$ cat config.mk
export PLATFORM = sky130hd
export DESIGN_NAME = oss_top
export DESIGN_NICKNAME = d
export VERILOG_FILES = /design/src/hdl/oss_pkg.sv /design/src/hdl/oss_sat_cnt16.sv /design/src/hdl/oss_elapsed_ns.sv /design/src/hdl/oss_top.sv
export SDC_FILE = /design/constraint.sdc
export NUM_CORES = 1
export LEC_CHECK = 0
export ABC_AREA = 1
export BUFFER_PORTS_ARGS = -buffer_cell sky130_fd_sc_hd__buf_2
export CAP_MARGIN = 20
export CORE_MARGIN = 5
export CORE_UTILIZATION = 55
export CTS_CLUSTER_DIAMETER = 120
export DETAILED_ROUTE_END_ITERATION = 8
export MAX_ROUTING_LAYER = met4
export PLACE_DENSITY_LB_ADDON = 0.15
export REMOVE_ABC_BUFFERS = 1
export SKIP_LAST_GASP = 1
export SYNTH_ARGS = -nofsm -noshare
export SYNTH_HDL_FRONTEND = slang
export SYNTH_SLANG_ARGS = --single-unit
$ cat constraint.sdc
create_clock -name mclk_i -period 14.1 [get_ports mclk_i]
set_input_delay 1.41 -clock mclk_i [delete_from_list [all_inputs] [get_ports mclk_i]]
set_output_delay 1.41 -clock mclk_i [all_outputs]
set_load 0.01 [all_outputs]
$ cat src/hdl/oss_pkg.sv
// Constants, types and sub-entry map of the output sync supervision block.
package oss_pkg;

    // Clock rate and the nanosecond step that one clock cycle represents.
    localparam int CLK_FREQ_MHZ = 250;
    localparam int CLK_PERIOD_NS = 1000 / CLK_FREQ_MHZ;
    localparam logic [31:0] CLK_NS_STEP = 32'(CLK_PERIOD_NS);

    // Sub-entry indices of the output synchronization parameter object.
    localparam logic [7:0] SUB_COUNT = 8'h00;
    localparam logic [7:0] SUB_MODE = 8'h01;
    localparam logic [7:0] SUB_CYCLE = 8'h02;
    localparam logic [7:0] SUB_SHIFT = 8'h03;
    localparam logic [7:0] SUB_SUPP = 8'h04;
    localparam logic [7:0] SUB_MINCYC = 8'h05;
    localparam logic [7:0] SUB_CALC = 8'h06;
    localparam logic [7:0] SUB_MINDLY = 8'h07;
    localparam logic [7:0] SUB_MEAS = 8'h08;
    localparam logic [7:0] SUB_MAXDLY = 8'h09;
    localparam logic [7:0] SUB_MISS = 8'h0b;
    localparam logic [7:0] SUB_OVR = 8'h0c;
    localparam logic [7:0] SUB_SHORT = 8'h0d;
    localparam logic [7:0] SUB_LATE = 8'h20;

    // Reset values and saturation limits.
    localparam logic [7:0] ENTRY_COUNT_RST = 8'h20;
    localparam logic [15:0] MODE_RST = 16'h0000;
    localparam logic [15:0] SUPP_RST = 16'h0001;
    localparam logic [15:0] MEAS_RST = 16'h0000;
    localparam logic [15:0] CNT_RST = 16'h0000;
    localparam logic [15:0] CNT_MAX = 16'hffff;
    localparam logic [31:0] TIME_RST = 32'h0000_0000;
    localparam logic [31:0] NS_MAX = 32'hffff_ffff;
    localparam logic LATE_RST = 1'b0;

    // Measurement control values.
    localparam logic [15:0] MEAS_STOP = 16'h0000;
    localparam logic [15:0] MEAS_START = 16'h0001;

    // Supported-modes word layout.
    localparam int SUPP_FREE_BIT = 0;
    localparam int SUPP_SM2_BIT = 1;
    localparam int SUPP_DC_LO = 2;
    localparam int SUPP_SHIFT_LO = 4;
    localparam int SUPP_DYN_BIT = 14;
    localparam logic [1:0] SUPP_DC_CODE = 2'h1;
    localparam logic [1:0] SUPP_SHIFT_CODE = 2'h2;

    // Synchronization modes in their encoding order 0..3.
    typedef enum logic [1:0] {
        MODE_FREE_RUN,
        MODE_SM2,
        MODE_DC_SYNC0,
        MODE_DC_SYNC1
    } oss_mode_t;

    // Number of input-side timing values whose maxima are also kept.
    localparam int IN_TIMES = 3;

    // Object access request and answer.
    typedef struct packed {
        logic wr;
        logic [7:0] sub;
        logic [31:0] wdata;
    } oss_req_t;

    typedef struct packed {
        logic ack;
        logic err;
        logic [31:0] rdata;
    } oss_rsp_t;

endpackage

$ cat src/hdl/oss_sat_cnt16.sv
// Saturating 16-bit event counter.
`timescale 1ns/1ps
`default_nettype none
module oss_sat_cnt16
    import oss_pkg::*;
(
    // Clock and reset.
    input wire logic clk_i,
    input wire logic rst_n_i,
    // Event and count.
    input wire logic inc_i,
    output logic [15:0] cnt_o
);

    logic [15:0] cnt_q;

    // Holding at full scale keeps a huge fault count from reading as a small one.
    always_ff @(posedge clk_i or negedge rst_n_i) begin
        if (!rst_n_i) begin
            cnt_q <= CNT_RST; // RULE17
        end else if (inc_i && cnt_q != CNT_MAX) begin
            cnt_q <= cnt_q + 16'h0001; // RULE17
        end
    end

    assign cnt_o = cnt_q;

endmodule // oss_sat_cnt16
`default_nettype wire

$ cat src/hdl/oss_elapsed_ns.sv
// Saturating nanosecond stopwatch restarted by an event pulse.
`timescale 1ns/1ps
`default_nettype none
module oss_elapsed_ns
    import oss_pkg::*;
(
    // Clock and reset.
    input wire logic clk_i,
    input wire logic rst_n_i,
    // Restart and elapsed time.
    input wire logic start_i,
    output logic [31:0] ns_o
);

    logic [31:0] ns_q;

    always_ff @(posedge clk_i or negedge rst_n_i) begin
        if (!rst_n_i) begin
            ns_q <= NS_MAX;
        end else if (start_i) begin
            ns_q <= TIME_RST;
        end else if (ns_q <= NS_MAX - CLK_NS_STEP) begin
            ns_q <= ns_q + CLK_NS_STEP;
        end else begin
            ns_q <= NS_MAX;
        end
    end

    assign ns_o = ns_q;

endmodule // oss_elapsed_ns
`default_nettype wire

$ cat src/hdl/oss_top.sv
// Output sync manager parameter object with timing supervision.
//
// How it works
// RULE1: mode 0 free, 1 SM2, 2 SYNC0, 3 SYNC1.
// RULE2: cycle entry sets timer, master or DC period.
// RULE3: DC only: report SYNC0 to outputs delay.
// RULE4: supported-modes word bits; default 0x0001.
// RULE5: report smallest sustainable cycle period.
// RULE6: DC only: report minimum SYNC0-SYNC1 spacing.
// RULE7: write 1 starts, 0 stops measurement.
// RULE8: measurement keeps largest observed timing values.
// RULE9: new measurement clears previous maxima first.
// RULE10: DC only: report SYNC1 to outputs delay.
// RULE11: DC: count missed SM events in OPERATIONAL.
// RULE12: OPERATIONAL: count late-finishing or early cycles.
// RULE13: DC: count too-short SYNC0 to SYNC1 gaps.
// RULE14: DC: flag outputs applied too late.
// RULE15: entry count reads back 0x20.
// RULE16: minimum delay entry read-only, zero.
// RULE17: counters saturate and reset to zero.
// RULE18: late flag re-evaluated every output cycle.
`timescale 1ns/1ps
`default_nettype none
module oss_top
    import oss_pkg::*;
#(
    parameter logic [15:0] SUPPORTED_MODES = SUPP_RST
) (
    // Clock and reset.
    input wire logic mclk_i,
    input wire logic rst_n_i,
    // Object access port.
    input wire logic acc_req_i,
    input wire oss_req_t acc_i,
    output oss_rsp_t acc_o,
    // Synchronization events and device state.
    input wire logic sm2_event_i,
    input wire logic sync0_i,
    input wire logic sync1_i,
    input wire logic op_state_i,
    input wire logic outputs_driven_i,
    output logic apply_o,
    // Input-side timing values and their maxima.
    input wire logic in_time_valid_i,
    input wire logic [IN_TIMES-1:0][31:0] in_time_i,
    output logic [IN_TIMES-1:0][31:0] in_max_o
);

    logic [1:0] rst_sync_q;
    logic rst_n;

    always_ff @(posedge mclk_i or negedge rst_n_i) begin
        if (!rst_n_i) begin
            rst_sync_q <= 2'h0;
        end else begin
            rst_sync_q <= {rst_sync_q[0], 1'b1};
        end
    end

    assign rst_n = rst_sync_q[1];

    oss_mode_t mode_q;
    logic [31:0] cycle_q;
    logic [15:0] meas_q;
    logic [31:0] shift_q;
    logic [31:0] mincyc_q;
    logic [31:0] calc_q;
    logic [31:0] maxdly_q;
    logic late_q;
    logic busy_q;
    logic sm2_seen_q;
    logic [31:0] tick_cnt_q;
    oss_rsp_t rsp_q;
    logic [IN_TIMES-1:0][31:0] in_max_q;

    logic wr_ok;
    logic wr_mode;
    logic wr_meas;
    logic meas_clear;
    logic measuring;
    logic dc_mode;
    logic local_tick;
    logic trig;
    logic [31:0] period_cycles;
    logic [31:0] t0_ns;
    logic [31:0] t1_ns;
    logic [31:0] tt_ns;
    logic miss_inc;
    logic ovr_inc;
    logic short_inc;
    logic [15:0] miss_cnt;
    logic [15:0] ovr_cnt;
    logic [15:0] short_cnt;
    logic mode_ok;
    logic [31:0] rdata;
    logic rd_hit;

    assign dc_mode = (mode_q == MODE_DC_SYNC0) || (mode_q == MODE_DC_SYNC1);
    assign measuring = (meas_q == MEAS_START) && SUPPORTED_MODES[SUPP_DYN_BIT]; // RULE7

    // A mode is accepted only when the supported-modes word advertises it.
    always_comb begin
        unique case (acc_i.wdata[1:0])
            2'h0: mode_ok = SUPPORTED_MODES[SUPP_FREE_BIT]; // RULE4
            2'h1: mode_ok = SUPPORTED_MODES[SUPP_SM2_BIT]; // RULE4
            2'h2: mode_ok = SUPPORTED_MODES[SUPP_DC_LO+:2] == SUPP_DC_CODE; // RULE4
            2'h3: mode_ok = SUPPORTED_MODES[SUPP_DC_LO+:2] == SUPP_DC_CODE
                && SUPPORTED_MODES[SUPP_SHIFT_LO+:2] == SUPP_SHIFT_CODE; // RULE4
        endcase
        if (acc_i.wdata[31:2] != 30'h0) begin
            mode_ok = 1'b0;
        end
    end

    always_comb begin
        wr_ok = 1'b0;
        if (acc_i.sub == SUB_MODE) begin
            wr_ok = mode_ok;
        end else if (acc_i.sub == SUB_CYCLE) begin
            wr_ok = 1'b1;
        end else if (acc_i.sub == SUB_MEAS) begin
            wr_ok = acc_i.wdata == {16'h0, MEAS_START} || acc_i.wdata == {16'h0, MEAS_STOP};
        end
    end

    assign wr_mode = acc_req_i && acc_i.wr && wr_ok && acc_i.sub == SUB_MODE;
    assign wr_meas = acc_req_i && acc_i.wr && wr_ok && acc_i.sub == SUB_MEAS;
    assign meas_clear = wr_meas && acc_i.wdata[15:0] == MEAS_START && meas_q != MEAS_START; // RULE9

    // Writable entries.
    always_ff @(posedge mclk_i or negedge rst_n) begin
        if (!rst_n) begin
            mode_q <= MODE_FREE_RUN;
            cycle_q <= TIME_RST;
            meas_q <= MEAS_RST;
        end else begin
            if (wr_mode) begin
                mode_q <= oss_mode_t'(acc_i.wdata[1:0]); // RULE1
            end
            if (acc_req_i && acc_i.wr && acc_i.sub == SUB_CYCLE) begin
                cycle_q <= acc_i.wdata; // RULE2
            end
            if (wr_meas) begin
                meas_q <= acc_i.wdata[15:0]; // RULE7
            end
        end
    end

    // Local timer for free run; a zero period leaves it idle.
    assign period_cycles = cycle_q / CLK_NS_STEP;
    assign local_tick = period_cycles != TIME_RST && tick_cnt_q >= period_cycles - 32'h1;

    always_ff @(posedge mclk_i or negedge rst_n) begin
        if (!rst_n) begin
            tick_cnt_q <= TIME_RST;
        end else if (mode_q != MODE_FREE_RUN || local_tick) begin
            tick_cnt_q <= TIME_RST;
        end else begin
            tick_cnt_q <= tick_cnt_q + 32'h1; // RULE2
        end
    end

    // Cycle start chosen by the synchronization mode.
    always_comb begin
        unique case (mode_q)
            MODE_FREE_RUN: trig = local_tick; // RULE1
            MODE_SM2: trig = sm2_event_i; // RULE1
            MODE_DC_SYNC0: trig = sync0_i; // RULE1
            MODE_DC_SYNC1: trig = sync1_i; // RULE1
        endcase
    end

    assign apply_o = trig;

    oss_elapsed_ns u_since_sync0 (
        .clk_i(mclk_i),
        .rst_n_i(rst_n),
        .start_i(sync0_i),
        .ns_o(t0_ns)
    );

    oss_elapsed_ns u_since_sync1 (
        .clk_i(mclk_i),
        .rst_n_i(rst_n),
        .start_i(sync1_i),
        .ns_o(t1_ns)
    );

    oss_elapsed_ns u_since_trig (
        .clk_i(mclk_i),
        .rst_n_i(rst_n),
        .start_i(trig),
        .ns_o(tt_ns)
    );

    // A cycle is busy from its start until the output stage reports the outputs driven.
    always_ff @(posedge mclk_i or negedge rst_n) begin
        if (!rst_n) begin
            busy_q <= 1'b0;
        end else if (trig) begin
            busy_q <= 1'b1;
        end else if (outputs_driven_i) begin
            busy_q <= 1'b0;
        end
    end

    // An SM event seen in the same cycle as SYNC0 counts toward the next SYNC0 period.
    always_ff @(posedge mclk_i or negedge rst_n) begin
        if (!rst_n) begin
            sm2_seen_q <= 1'b1;
        end else if (sm2_event_i) begin
            sm2_seen_q <= 1'b1;
        end else if (sync0_i) begin
            sm2_seen_q <= 1'b0;
        end
    end

    assign miss_inc = dc_mode && op_state_i && sync0_i && !sm2_seen_q; // RULE11
    assign ovr_inc = op_state_i && trig && (busy_q
        || (mode_q != MODE_FREE_RUN && cycle_q != TIME_RST && tt_ns < cycle_q)); // RULE12
    assign short_inc = dc_mode && sync1_i && t0_ns < calc_q; // RULE13

    oss_sat_cnt16 u_miss_cnt (
        .clk_i(mclk_i),
        .rst_n_i(rst_n),
        .inc_i(miss_inc),
        .cnt_o(miss_cnt)
    );

    oss_sat_cnt16 u_ovr_cnt (
        .clk_i(mclk_i),
        .rst_n_i(rst_n),
        .inc_i(ovr_inc),
        .cnt_o(ovr_cnt)
    );

    oss_sat_cnt16 u_short_cnt (
        .clk_i(mclk_i),
        .rst_n_i(rst_n),
        .inc_i(short_inc),
        .cnt_o(short_cnt)
    );

    // Late flag is decided again at every cycle end, and in DC modes a cycle that never finished is late.
    always_ff @(posedge mclk_i or negedge rst_n) begin
        if (!rst_n) begin
            late_q <= LATE_RST;
        end else if (dc_mode && trig && busy_q) begin
            late_q <= 1'b1; // RULE14
        end else if (outputs_driven_i && busy_q) begin
            late_q <= dc_mode && cycle_q != TIME_RST && tt_ns > cycle_q; // RULE18
        end
    end

    // Maxima of the output-side timings while a measurement runs.
    always_ff @(posedge mclk_i or negedge rst_n) begin
        if (!rst_n) begin
            shift_q <= TIME_RST;
            mincyc_q <= TIME_RST;
            calc_q <= TIME_RST;
            maxdly_q <= TIME_RST;
        end else if (meas_clear) begin
            shift_q <= TIME_RST; // RULE9
            mincyc_q <= TIME_RST;
            calc_q <= TIME_RST;
            maxdly_q <= TIME_RST;
        end else if (measuring && outputs_driven_i && busy_q) begin
            if (tt_ns > mincyc_q) begin
                mincyc_q <= tt_ns; // RULE5
            end
            if (dc_mode && t0_ns > shift_q) begin
                shift_q <= t0_ns; // RULE3
            end
            if (dc_mode && tt_ns > calc_q) begin
                calc_q <= tt_ns; // RULE6
            end
            if (mode_q == MODE_DC_SYNC1 && t1_ns > maxdly_q) begin
                maxdly_q <= t1_ns; // RULE10
            end
        end
    end

    // Input-side counterparts share the same start, clear and stop.
    for (genvar gi = 0; gi < IN_TIMES; gi++) begin : g_in_max
        always_ff @(posedge mclk_i or negedge rst_n) begin
            if (!rst_n) begin
                in_max_q[gi] <= TIME_RST;
            end else if (meas_clear) begin
                in_max_q[gi] <= TIME_RST; // RULE9
            end else if (measuring && in_time_valid_i && in_time_i[gi] > in_max_q[gi]) begin
                in_max_q[gi] <= in_time_i[gi]; // RULE8
            end
        end
    end

    assign in_max_o = in_max_q;

    // Read multiplexer; unmapped sub-entries read zero and answer with an error.
    always_comb begin
        rdata = TIME_RST;
        rd_hit = 1'b1;
        unique case (acc_i.sub)
            SUB_COUNT: rdata = {24'h0, ENTRY_COUNT_RST}; // RULE15
            SUB_MODE: rdata = {30'h0, mode_q};
            SUB_CYCLE: rdata = cycle_q;
            SUB_SHIFT: rdata = shift_q;
            SUB_SUPP: rdata = {16'h0, SUPPORTED_MODES}; // RULE4
            SUB_MINCYC: rdata = mincyc_q;
            SUB_CALC: rdata = calc_q;
            SUB_MINDLY: rdata = TIME_RST; // RULE16
            SUB_MEAS: rdata = {16'h0, meas_q};
            SUB_MAXDLY: rdata = maxdly_q;
            SUB_MISS: rdata = {16'h0, miss_cnt};
            SUB_OVR: rdata = {16'h0, ovr_cnt};
            SUB_SHORT: rdata = {16'h0, short_cnt};
            SUB_LATE: rdata = {31'h0, late_q};
            default: rd_hit = 1'b0;
        endcase
    end

    always_ff @(posedge mclk_i or negedge rst_n) begin
        if (!rst_n) begin
            rsp_q <= '0;
        end else begin
            rsp_q.ack <= acc_req_i;
            rsp_q.err <= acc_req_i && (acc_i.wr ? !wr_ok : !rd_hit);
            rsp_q.rdata <= (acc_req_i && !acc_i.wr) ? rdata : TIME_RST;
        end
    end

    assign acc_o = rsp_q;
endmodule // oss_top
`default_nettype wire

==> impl_metrics.ini <==
[clock_tree]
cts_tree = done
clockBufferDepth = 2
ctsResizeCount = 0
cts_buffers = 17
h-tree-depth = 4
cts_hold_buffers = 0
cts.sinks = 184
post_cts_buffers = 0
cts-root-buf = clkbuf_16
clk-insertion-delay-late_ns = 0.45
path_clk_slew_ns = 0.08

[synth]
ys_ff_latch = 184
ys_async_sr_fraction_pct = 100
synth_edf_count = 0
synth_ff_type = dfrtp_1
synth_fa_ha_area_share_pct = 7.38
ys_types = 47
synthMuxAreaShare_pct = 0.474
synth-compound-area-share_pct = 9.42
mappedNetlistArea_sq_um = 11900
synth.avg_cell_area_sq_um = 7.93
yosys_warnings = 0
synth-simple-area-share_pct = 23.2
syn_inst = 1496
ys_seq_area_share_pct = 39.1
synth_xor_xnor_area_share_pct = 6.49
synth_top_family_by_area = simple AND/OR/NAND/NOR gates

[sta]
hold_viol = 0
fin_skew_ns = 0.0167
fmax_ghz = 0.155
fin_crit_sh_pct = 45.8
fin_setup_tns_ns = 0
tightest_slew_ns = 0.849
relSlewSlack_pct = 43.4
fin_crit_ns = 6.46
rsz0062_at_grt = false
drv_slew = 0
setup_viol_count_final = 0

[pwr]
switching_power_mw = 0.550
vdd_ir_drop_max_v = 0.0000893
p_comb_share_pct = 24.4
pwr_density_cell_nw_per_um2 = 119
pwr-share-clk_pct = 32.4
power_frac_seq_pct = 43.2
leakage_nw = 6.63
switching_share_pct = 36.0
internal_power_mw = 0.977

[die]
initial_core_util_pct = 56.1
die_h_um = 157
die_area_sq_um = 24600
rows = 53
ios = 277
core_sq_um = 21200
die_w_um = 157

[place]
hpwl_um = 21700
portBuffers = 83
dp.cells = 1833
dpl-instance-area_sq_um = 12200
gp_congestion = 0.908

[cells_and_area]
final_common_cell = nand2_1
final_cell_mix = nand2_1 (286), inv_1 (208), nor2_1 (159)
fill_cells = 1925
finalNetCount = 1793
stdcell_area_sq_um = 12800
n_antenna_cell = 0
utilization_pct = 60.5
syn_to_final_growth_pct = 7.82
drive_above_1_share_pct = 12.0
layout.cells.non_filler = 1865

[drt]
vias_per_cell = 5.21
drtIter0Drc = 689
drc = 0
drtAntennaViolNets = 0
wl_per_cell_um = 15.3
wirelength_um = 28600
drt_pre_antenna_iters = 5
vias = 9717

[critical_path]
r2r_start = cycle_q[2]
cpLargestDelayFamily = simple AND/OR/NAND/NOR gates
critPathRequiredTime_ns = 12.69
startpoint = cycle_q[2]
critical_path_class = reg2out
slowest_stage = nand2_2
regToRegSetupSlack_ns = 9.21
cp_cell_sequence = inv_1, nand3_1, nor3_2, nand2_1, nor2_2, nand2_1, nor2_1, nand2_1, nor3_1, xor2_1, ha_1, nand2_1, nor2_1, nand2_1, nor4_1, nand2_1, nand2_1, nand2_1, nand2_2, nand2_4, inv_4, buf_2
cp.depth = 22
cp-endpoint = apply_o
cpMostUsedCell = nand2_1
arrival_ns = 5.05
critPathCaptureType = output pin
worstPathBufferInverterCount = 3
cp_max_fo = 33
slowest_delay_ns = 0.54
reg2regPathDepth = 23
start_kind = flip-flop
rr_endpoint = u_ovr_cnt.cnt_o[14]

[global_route]
grt_remaining_overflow = 0
grt_antenna_before_repair = 0
grt_pass1_wl_um = 46700
grt.total_usage_pct = 24.3
first_global_vias = 9438
grt_max_degree = 70

[min_path]
hp-start = rst_sync_q[0]
hp-class = reg2reg

[run_status]
outcome = finished clean

[job]
maxCapViolations = 0
==> registers in the layout, summed over array words and instances (netlist names), 16 cells and up <==
| signal | count |
|---|---|
| meas_q | 16 |
| u_since_trig.ns_o | 31 |
| tick_cnt_q | 32 |
| u_ovr_cnt.cnt_o | 16 |
| cycle_q | 32 |
| u_miss_cnt.cnt_o | 16 |
| acc_o | 34 |
==> logic make-up after synthesis <==
| family | Yosys count |
|---|---|
| AO/OA/AOI/OAI | 186 |
| XOR/XNOR | 88 |
| adder cells (fa/ha/maj) | 70 |
| buffers and inverters | 331 |
| flip-flops | 184 |
| multiplexers | 5 |
| other | 2 |
| AND/OR/NAND/NOR | 630 |
==> power groups by stage <==
stage	sequential [mW]	clock, mW	combinational [mW]
finish	0.660	0.495	0.372
global route	0.669	0.526	0.436
CTS	0.660	0.503	0.373
detailed placement	0.669	0	0.370
global placement	0.667	0	0.356
floorplan	0.651	0	0.286
==> how the worst min path moves through the flow <==
stage | cells after the start | to
CTS | 0 | rst_sync_q[1]
global placement | 0 | rst_sync_q[1]
floorplan | 0 | rst_sync_q[1]
detailed placement | 0 | rst_sync_q[1]
finish | 0 | rst_sync_q[1]
global route | 0 | rst_sync_q[1]
==> metrics by stage <==
step / hold slack (ns) / power, mW / worst slack [ns]
after floorplan: 0.331 / 0.937 / 8.65
after global placement: 0.332 / 1.02 / 8.12
after detailed placement: 0.337 / 1.04 / 8.06
after CTS: 0.355 / 1.54 / 7.58
after global routing: 0.372 / 1.63 / 7.14
final: 0.352 / 1.53 / 7.64
==> per-layer routing <==
layer	global-route usage, %	routed length (um)	vias to the layer above
li1	-	-	4802
met2	39.2	13800	248
met4	6.07	518	0
met1	32.0	12800	4629
met3	4.51	1510	38
met5	-	0	-
==> final cells by class <==
cell class | instances | area, sq um | area share (%)
clock buffers | 17 | 425 | 3.32
clock inverters | 15 | 196 | 1.53
inverters | 209 | 787 | 6.15
multi-input cells | 1076 | 5940 | 46.4
flip-flops and latches | 184 | 4650 | 36.3
well taps | 275 | 344 | 2.69
repair buffers | 89 | 460 | 3.60
==> worst register-to-register path, cell delays in order, from the launching register on <==
cell and delay, ns:
dfrtp_1 0.39, inv_1 0.22, nand3_1 0.17, nor3_2 0.19, nand2_1 0.18, nor2_2 0.19
nand2_1 0.12, nor2_1 0.13, nand2_1 0.14, nor3_1 0.20, xor2_1 0.11, ha_1 0.30
nand2_1 0.05, nor2_1 0.12, nand2_1 0.09, nor4_1 0.28, nand2_1 0.09, nand2_1 0.07
nand2_1 0.06, nand2_2 0.54, nand2_4 0.37, nor2_2 0.62, nand2_1 0.11, nand2_1 0.09
==> cells in the mapped netlist (13+ instances only) <==
library cell / count / area [sq um]
dfstp_2: 32 / 841
nand2_1: 286 / 1070
nor3_1: 54 / 270
xor2_1: 75 / 657
ha_1: 70 / 876
dfrtp_1: 152 / 3800
nand4_1: 33 / 206
o21bai_1: 16 / 120
a21oi_1: 63 / 315
inv_1: 208 / 781
buf_4: 99 / 743
nor2_1: 159 / 597
nor4_1: 13 / 81.3
a221oi_1: 13 / 114
o21ai_0: 50 / 250
nand3_1: 52 / 260
xnor2_1: 13 / 114
Note: power is estimated with default switching activity, not from simulation.
